==> config.mk <==
export PLATFORM = sky130hd
export DESIGN_NAME = btsbs_exec
export DESIGN_NICKNAME = d
export VERILOG_FILES = /design/src/hw/btsbs_pkg.sv /design/src/hw/btsbs_exec.sv
export SDC_FILE = /design/constraint.sdc
export NUM_CORES = 1
export LEC_CHECK = 0
export ABC_AREA = 1
export BUFFER_PORTS_ARGS = -buffer_cell sky130_fd_sc_hd__buf_2
export CORE_MARGIN = 8
export CORE_UTILIZATION = 47
export CTS_CLUSTER_SIZE = 30
export DETAILED_ROUTE_END_ITERATION = 16
export PLACE_DENSITY = 0.74
export SLEW_MARGIN = 20
export SYNTH_ARGS = -nofsm -noshare
export SYNTH_HDL_FRONTEND = slang
export SYNTH_SLANG_ARGS = --single-unit
==> constraint.sdc <==
create_clock -name clk_in -period 2.5 [get_ports clk_in]
set_clock_uncertainty 0.2 [all_clocks]
set_input_delay 0.5 -clock clk_in [delete_from_list [all_inputs] [get_ports clk_in]]
set_output_delay 0.5 -clock clk_in [all_outputs]
set_load 0.05 [all_outputs]
==> src/hw/btsbs_pkg.sv <==
// package: opcode fields, phase encoding and reset values for the bit test/set executor
package btsbs_pkg;
    localparam int OPC_W = 14;
    localparam int ADDR_W = 7;
    localparam int BIT_W = 3;
    localparam int DATA_W = 8;
    localparam int FIELD_ADDR_LSB = 0;
    localparam int FIELD_BIT_LSB = 7;
    localparam int FIELD_OP_LSB = 10;
    localparam logic [3:0] OP_BIT_TEST_SKIP_IF_CLEAR = 4'h6;
    localparam logic [3:0] OP_BIT_SET = 4'h5;
    localparam logic [ADDR_W-1:0] ADDR_RESET = 7'h00;
    localparam logic [BIT_W-1:0] BIT_RESET = 3'h0;
    localparam logic [DATA_W-1:0] DATA_RESET = 8'h00;
    localparam logic [OPC_W-1:0] OPC_RESET = 14'h0000;
    typedef enum logic [1:0] {
        BTSBS_Q1,
        BTSBS_Q2,
        BTSBS_Q3,
        BTSBS_Q4
    } btsbs_phase_t;
    typedef enum logic [1:0] {
        BTSBS_OP_NONE,
        BTSBS_OP_TEST,
        BTSBS_OP_SET
    } btsbs_op_t;
endpackage

==> src/hw/btsbs_exec.sv <==
// module: four-phase executor for bit-test-skip-if-clear and bit-set instructions
`timescale 1ns/1ps

module btsbs_exec (
    input wire logic clk_in,
    input wire logic rst_in,
    input wire logic ce_in,
    input wire logic [btsbs_pkg::OPC_W-1:0] instr_in,
    input wire logic [btsbs_pkg::DATA_W-1:0] rd_data_in,
    output logic [btsbs_pkg::ADDR_W-1:0] addr_out,
    output logic rd_en_out,
    output logic wr_en_out,
    output logic [btsbs_pkg::DATA_W-1:0] wr_data_out,
    output logic [1:0] phase_out,
    output logic squash_out,
    output logic done_out,
    output logic flags_we_out
);
    function automatic btsbs_pkg::btsbs_op_t decode_op(input logic [btsbs_pkg::OPC_W-1:0] w);
        logic [3:0] op;
        op = w[btsbs_pkg::FIELD_OP_LSB +: 4];
        if (op == btsbs_pkg::OP_BIT_TEST_SKIP_IF_CLEAR)
            return btsbs_pkg::BTSBS_OP_TEST;
        else if (op == btsbs_pkg::OP_BIT_SET)
            return btsbs_pkg::BTSBS_OP_SET;
        return btsbs_pkg::BTSBS_OP_NONE;
    endfunction

    btsbs_pkg::btsbs_phase_t phase_reg, phase_next;
    btsbs_pkg::btsbs_op_t op_reg, op_next;
    logic [btsbs_pkg::BIT_W-1:0] bit_reg, bit_next;
    logic [btsbs_pkg::ADDR_W-1:0] addr_reg, addr_next;
    logic [btsbs_pkg::DATA_W-1:0] data_reg, data_next;
    logic rd_reg, rd_next;
    logic wr_reg, wr_next;
    logic skip_pend_reg, skip_pend_next;
    logic squash_reg, squash_next;
    logic done_reg, done_next;
    logic flags_we_reg, flags_we_next;

    always_comb begin
        phase_next = phase_reg;
        op_next = op_reg;
        bit_next = bit_reg;
        addr_next = addr_reg;
        data_next = data_reg;
        rd_next = 1'b0;
        wr_next = 1'b0;
        skip_pend_next = skip_pend_reg;
        squash_next = squash_reg;
        done_next = 1'b0;
        // no direct flag path: status bits change only through the register write
        flags_we_next = 1'b0;
        if (ce_in) begin
            unique case (phase_reg)
                btsbs_pkg::BTSBS_Q1: begin
                    phase_next = btsbs_pkg::BTSBS_Q2;
                    // a squashed cycle decodes nothing and keeps all phases idle
                    squash_next = skip_pend_reg;
                    skip_pend_next = 1'b0;
                    if (skip_pend_reg) begin
                        op_next = btsbs_pkg::BTSBS_OP_NONE;
                    end else begin
                        op_next = decode_op(instr_in);
                        bit_next = instr_in[btsbs_pkg::FIELD_BIT_LSB +: btsbs_pkg::BIT_W];
                        addr_next = instr_in[btsbs_pkg::FIELD_ADDR_LSB +: btsbs_pkg::ADDR_W];
                        rd_next = (decode_op(instr_in) != btsbs_pkg::BTSBS_OP_NONE);
                    end
                end
                btsbs_pkg::BTSBS_Q2: begin
                    phase_next = btsbs_pkg::BTSBS_Q3;
                    // read data is returned on the edge after the strobe
                    if (op_reg != btsbs_pkg::BTSBS_OP_NONE)
                        data_next = rd_data_in;
                end
                btsbs_pkg::BTSBS_Q3: begin
                    phase_next = btsbs_pkg::BTSBS_Q4;
                    if (op_reg == btsbs_pkg::BTSBS_OP_SET) begin
                        data_next = data_reg | (8'h01 << bit_reg);
                        wr_next = 1'b1;
                    end
                    if (op_reg == btsbs_pkg::BTSBS_OP_TEST)
                        skip_pend_next = ~data_reg[bit_reg];
                end
                btsbs_pkg::BTSBS_Q4: begin
                    phase_next = btsbs_pkg::BTSBS_Q1;
                    done_next = (op_reg != btsbs_pkg::BTSBS_OP_NONE) || squash_reg;
                    squash_next = 1'b0;
                end
            endcase
        end else begin
            // strobes and done hold through a stall, so a stall never shortens a pulse
            rd_next = rd_reg;
            wr_next = wr_reg;
            done_next = done_reg;
        end
    end

    always_ff @(posedge clk_in) begin
        if (rst_in) begin
            phase_reg <= btsbs_pkg::BTSBS_Q1;
            op_reg <= btsbs_pkg::BTSBS_OP_NONE;
            bit_reg <= btsbs_pkg::BIT_RESET;
            addr_reg <= btsbs_pkg::ADDR_RESET;
            data_reg <= btsbs_pkg::DATA_RESET;
            rd_reg <= 1'b0;
            wr_reg <= 1'b0;
            skip_pend_reg <= 1'b0;
            squash_reg <= 1'b0;
            done_reg <= 1'b0;
            flags_we_reg <= 1'b0;
        end else begin
            phase_reg <= phase_next;
            op_reg <= op_next;
            bit_reg <= bit_next;
            addr_reg <= addr_next;
            data_reg <= data_next;
            rd_reg <= rd_next;
            wr_reg <= wr_next;
            skip_pend_reg <= skip_pend_next;
            squash_reg <= squash_next;
            done_reg <= done_next;
            flags_we_reg <= flags_we_next;
        end
    end

    assign addr_out = addr_reg;
    assign rd_en_out = rd_reg;
    assign wr_en_out = wr_reg;
    assign wr_data_out = data_reg;
    assign phase_out = phase_reg;
    assign squash_out = squash_reg;
    assign done_out = done_reg;
    // held low in a register so that every output leaves a flip-flop
    assign flags_we_out = flags_we_reg;
endmodule // btsbs_exec

==> results of run 1 <==
==> final cells by class <==
type	instances	share of cell area
Multi-Input combinational cell	145	0.446
Sequential cell	27	0.321
Timing Repair Buffer	45	0.134
Inverter	24	0.0565
Tap cell	33	0.0245
Clock buffer	3	0.0134
Clock inverter	1	0.00520
==> power by group <==
group	total [mW]	internal [mW]	switching, mW
logic	0.273	0.0792	0.194
clock network	0.209	0.0655	0.143
registers	0.484	0.459	0.0249
==> cell families (layout without fill, tap and decap cells) <==
logic type | count (synthesis) | in the layout | synth area share
other cells | 1 | 1 | 0.00262
compound gates | 41 | 41 | 0.189
simple gates | 99 | 99 | 0.298
fa+ha+maj | 4 | 4 | 0.0350
buf+inv | 31 | 73 | 0.0971
flops | 27 | 27 | 0.378
==> critical path, cell delays in order (launching register included) <==
cell and delay (ns):
dfxtp_1 0.38, inv_1 0.10, ha_1 0.44, inv_2 0.15, nand2_1 0.10, nand2_2 0.07
nand2_4 0.15, clkinv_4 0.11, nand2_1 0.07, nand2_1 0.06, nor2_2 0.11
==> worst min path at each step <==
stage / start / end / slack [ns]
final: instr_in[5] / addr_out[5] / 0.16
after global routing: instr_in[2] / addr_out[2] / 0.16
after CTS: instr_in[5] / addr_out[5] / 0.17
after detailed placement: squash_out / squash_out / 0.30
after global placement: squash_out / squash_out / 0.28
after floorplan: op_reg[1] / op_reg[1] / 0.27
==> metal layers <==
| layer | part of all wire | vias to the layer above | GRT usage |
|---|---|---|---|
| met5 | 0 | - | 0 |
| met4 | 0.030 | 0 | 0.0716 |
| met3 | 0.040 | 9 | 0.0268 |
| met2 | 0.47 | 33 | 0.222 |
| met1 | 0.46 | 610 | 0.161 |
| li1 | - | 722 | - |
==> Yosys cell counts <==
cell type,count
conb_1,1
ha_1,4
buf_2,5
a31oi_1,1
nand2_4,1
o21ai_0,17
a211oi_1,1
a21oi_2,3
nand3_1,8
a21oi_1,12
o31ai_1,1
nand2_2,4
nor2_2,5
nor2_1,25
o21bai_2,5
clkinv_4,1
nor2_4,1
nand4_1,1
nor3_1,1
nand2_1,52
inv_1,19
nand3b_1,1
buf_4,1
dfxtp_1,27
buf_6,1
a31oi_4,1
inv_2,4
==> metrics by stage <==
| stage | total power, mW | setup WS, ns |
|---|---|---|
| 2_1_floorplan | 0.707 | 0.562 |
| 3_3_place_gp | 0.768 | 0.606 |
| 3_5_place_dp | 0.769 | 0.547 |
| 4_1_cts | 0.971 | 0.499 |
| 5_1_grt | 1.02 | 0.277 |
| 6_report | 0.966 | 0.517 |
==> impl_metrics.json, run 1 <==
{
  "grt_max_degree": 19,
  "synthTopCellsByArea": "dfxtp_1 38%, nand2_1 14%, nor2_1 6.6%",
  "fin_hold_ws_ns": 0.163,
  "synth-seq-cells": 27,
  "p_leak_nw": 0.870,
  "routedWlPerCell_um": 11.6,
  "crit_arrival_ns": 2.08,
  "row_count": 20,
  "cts_setup_buffers": 0,
  "first_pass_iters": 4,
  "track_usage": 0.135,
  "die_h_um": 71.2,
  "cts_tree": "built",
  "drtAntennaViolNets": 0,
  "fin_cells": 278,
  "yosysWarningCount": 0,
  "status": "finished, final reports clean",
  "fin_area_um2": 1680,
  "post_cts_resized": 0,
  "crit_end": "wr_data_out[3]",
  "cts_hold_buf": 0,
  "fin_util": 0.566,
  "startpoint_type": "register",
  "clkTransAtPathRegs_ns": 0.16,
  "whs_path_depth": 3,
  "hold_viol_final": 0,
  "reg2reg_to": "wr_data_out[3]",
  "hold_class": "input port to register",
  "rsz0062_at_grt": "false",
  "grt_pass1_vias": 1333,
  "h-tree-depth": 1,
  "r2r_cells": 10,
  "setup_viol": 0,
  "die_w_um": 71.2,
  "fin_crit_ns": 1.98,
  "crit_fanout": 13,
  "ioPinCount": 47,
  "powerDensity_nw_per_um2": 574,
  "largest_reg_flops": 8,
  "clk_path_buf_depth": 2,
  "initial_core_util": 0.480,
  "drt-initial-drc-count": 44,
  "multi_input_area_um2": 751,
  "clock.fmax_ghz": 0.504,
  "reg2reg_slack_ns": 0.52,
  "core_um2": 2980,
  "yosysTopAreaCell": "dfxtp_1",
  "worstPathRequired_ns": 2.59,
  "grt-ovfl-total": 0,
  "routed_wl_mm": 3.21,
  "yosysSeqAreaShare": 0.378,
  "drv_cap": 0,
  "numClockSinks": 27,
  "crit_type": "register to register",
  "ir_drop_v": 0.000351,
  "register_area_um2": 541,
  "slew_violations": 0,
  "grt_pass1_wl_mm": 5.74,
  "fillers": 303,
  "crit_start": "phase_out[0]",
  "vias": 1374,
  "relSlewSlack": 0.660,
  "post_dp_cell_area_um2": 1650,
  "dp_hpwl_mm": 2.52,
  "fin_crit_sh": 0.793,
  "antenna_found_initial": 0,
  "layout_commonest_cell": "nand2_1",
  "antennaDiodeCount": 0,
  "viasPerCell": 4.94,
  "fin_nets": 275,
  "worst_pin_slew_ns": 0.510,
  "setup_tns_ns": 0,
  "cts_inserted_buffers": 3,
  "synth_top_area_share": 0.378,
  "syn-num-nets": 232,
  "dp.cells": 274,
  "drc": 0,
  "reg2reg_from": "phase_out[0]",
  "syn_area_per_cell_um2": 7.04,
  "gp_congestion": 0.897,
  "area_growth_pct": 17.8,
  "cts-root-buf": "clkbuf_4",
  "die_area_um2": 5060,
  "drive_gt1_frac": 0.302,
  "syn_area_um2": 1430,
  "clk_latency_ns": 0.34,
  "end_kind": "register",
  "io_buffers": 45,
  "synthDistinctLibCells": 27,
  "synthCells": 203,
  "layout_common_cells": "52 x nand2_1, 45 x buf_2, 27 x dfxtp_1, 25 x nor2_1, 19 x inv_1"
}
No activity file was read; power rests on OpenSTA's default activity.
==> run 2, diff against run 1 <==
Settings changed: ABC_AREA 1 to 0, PLACE_DENSITY 0.74 to 0.75.
Clock period 2.5 ns to 1.9 ns, I/O delays scaled along.
==> impl_metrics.json, run 2 <==
{
  "worstPathRequired_ns": 1.97,
  "layout_commonest_cell": "buf_2",
  "drt-initial-drc-count": 60,
  "yosysSeqAreaShare": 0.403,
  "grt_pass1_vias": 1275,
  "gp_congestion": 0.733,
  "fin_nets": 214,
  "h-tree-depth": 1,
  "powerDensity_nw_per_um2": 677,
  "drtAntennaViolNets": 0,
  "synthDistinctLibCells": 34,
  "reg2reg_from": "phase_out[0]",
  "antenna_found_initial": 0,
  "syn_area_um2": 1340,
  "yosysTopAreaCell": "dfxtp_1",
  "grt_max_degree": 20,
  "antennaDiodeCount": 0,
  "synthCells": 142,
  "clk_latency_ns": 0.31,
  "crit_arrival_ns": 1.86,
  "rsz0062_at_grt": "false",
  "hold_class": "input port to register",
  "cts-root-buf": "clkbuf_4",
  "use_met3": 0.0329,
  "fin_cells": 215,
  "r2r_cells": 6,
  "yosysMostFrequentCell": "dfxtp_1",
  "io_buffers": 45,
  "met2_usage": 0.247,
  "vias": 1226,
  "end_kind": "register",
  "slew_violations": 0,
  "ys.flop_type": "dfxtp_1",
  "synthTopCellsByArea": "dfxtp_1 40%, nand2_1 7.0%, o221a_2 6.7%",
  "synth_top_area_share": 0.403,
  "hold_viol_final": 0,
  "clk_path_buf_depth": 2,
  "ir_drop_v": 0.000467,
  "die_h_um": 69.4,
  "drive_gt1_frac": 0.375,
  "largest_reg_flops": 8,
  "drc": 0,
  "fin_crit_ns": 1.78,
  "status": "finished, final reports clean",
  "routed_wl_mm": 3.36,
  "ioPinCount": 47,
  "cts_tree": "built",
  "layout_common_cells": "45 x buf_2, 25 x nand2_1, 25 x dfxtp_1, 15 x a21oi_1, 8 x o221a_2",
  "fin_crit_sh": 0.938,
  "dp.cells": 211,
  "viasPerCell": 5.70,
  "track_usage": 0.141,
  "grt_pass1_wl_mm": 5.88,
  "row_count": 19,
  "numClockSinks": 27,
  "met1_usage": 0.165,
  "setup_viol": 0,
  "initial_core_util": 0.491,
  "synth_edf_count": 0,
  "hold_end": "addr_out[2]",
  "syn_area_per_cell_um2": 9.45,
  "whs_path_depth": 3,
  "setup_tns_ns": 0,
  "busiest_layer": "met2",
  "synth_common_cells": "27 x dfxtp_1, 25 x nand2_1, 15 x a21oi_1, 8 x o221a_2",
  "synth-seq-cells": 27,
  "async_flop_share": 0,
  "crit_start": "phase_out[0]",
  "dp_hpwl_mm": 2.66,
  "hp-start": "instr_in[2]",
  "yosysWarningCount": 0,
  "startpoint_type": "register",
  "first_pass_iters": 4,
  "clkTransAtPathRegs_ns": 0.14,
  "routedWlPerCell_um": 15.6,
  "die_w_um": 69.4,
  "drv_cap": 0,
  "reg2reg_to": "wr_data_out[5]",
  "core_um2": 2730,
  "die_area_um2": 4820,
  "grt-ovfl-total": 0,
  "crit_type": "register to register",
  "cts_inserted_buffers": 3,
  "syn-num-nets": 171,
  "clock.fmax_ghz": 0.561,
  "p_leak_nw": 0.690,
  "reg2reg_slack_ns": 0.12,
  "area_growth_pct": 19.5,
  "crit_fanout": 8
}
-- run 2: cell count changes in the layout (fill, tap and decap cells not counted), moves of 4 or more --
| cell | previous run | this run |
|---|---|---|
| buf_4 | 0 | 5 |
| nor2_1 | 25 | 5 |
| nand2_2 | 4 | 0 |
| nor2_2 | 5 | 0 |
| o221a_2 | 0 | 8 |
| nand2_1 | 52 | 25 |
| a221oi_1 | 0 | 6 |
| o21ai_0 | 17 | 2 |
| nand3_1 | 8 | 1 |
| o21bai_2 | 5 | 0 |
| nand4b_1 | 0 | 4 |
| inv_1 | 19 | 2 |
-- run 2: power by group --
| group | internal, mW | leakage (nW) | switching [mW] |
|---|---|---|---|
| Combinational | 0.0791 | 0.452 | 0.152 |
| Sequential | 0.588 | 0.220 | 0.0247 |
| Clock | 0.0787 | 0.0177 | 0.161 |
-- run 2: worst max-delay path, cell delays in order, from the launching register on --
cell and delay, ns:
dfxtp_4 0.39, inv_2 0.04, ha_2 0.22, nand2b_1 0.16
buf_4 0.16, a221oi_1 0.32, o221a_2 0.24
-- run 2: how the worst max path moves through the flow --
stage | to | cells after the start
2_1_floorplan | wr_data_out[0] | 7
3_3_place_gp | wr_data_out[3] | 5
3_5_place_dp | wr_data_out[6] | 5
4_1_cts | wr_data_out[6] | 5
5_1_grt | wr_data_out[5] | 5
6_report | wr_data_out[5] | 6
-- run 2: layout make-up --
| type | count | area [µm²] |
|---|---|---|
| clock inverter | 1 | 5.00 |
| tap | 31 | 38.8 |
| timing repair buffer | 50 | 263 |
| multi-input combinational | 99 | 713 |
| sequential | 27 | 546 |
| inverter | 4 | 15.0 |
| fill | 261 | 1130 |
| clock buffer | 3 | 22.5 |
-- run 2: stage by stage --
stage	utilization	hold WS, ns	total power, mW	setup slack, ns	instance area, µm²
finish	0.586	0.0817	1.08	0.117	1600
global route	0.586	0.0571	1.14	0.0149	1600
CTS	0.586	0.0703	1.10	0.0809	1600
detailed placement	0.576	0.245	0.858	0.0982	1580
global placement	0.576	0.240	0.849	0.172	1580
floorplan	-	0.280	0.793	0.00658	1350
-- run 2: repair_timing --
item,in CTS,in global routing
gates resized for setup,0,1
hold buffers,0,0
endpoints found under the setup margin,0,4
buffers inserted,0,0
-- run 2: cells by family after synthesis --
family                     after synthesis  synth area share
AOI/OAI and AO/OA                       38             0.225
xor gates and xnor gates                 1           0.00653
adders and majority gates                4            0.0373
buffers and inverters                   16            0.0672
DFF                                     27             0.403
muxes                                    4            0.0541
other                                    1           0.00280
and+or+nand+nor                         51             0.204
-- run 2: metal layers --
layer	share of wire	wire, µm
met4	0.0057	19
met1	0.43	1440
met3	0.055	183
met5	0	0
met2	0.51	1710
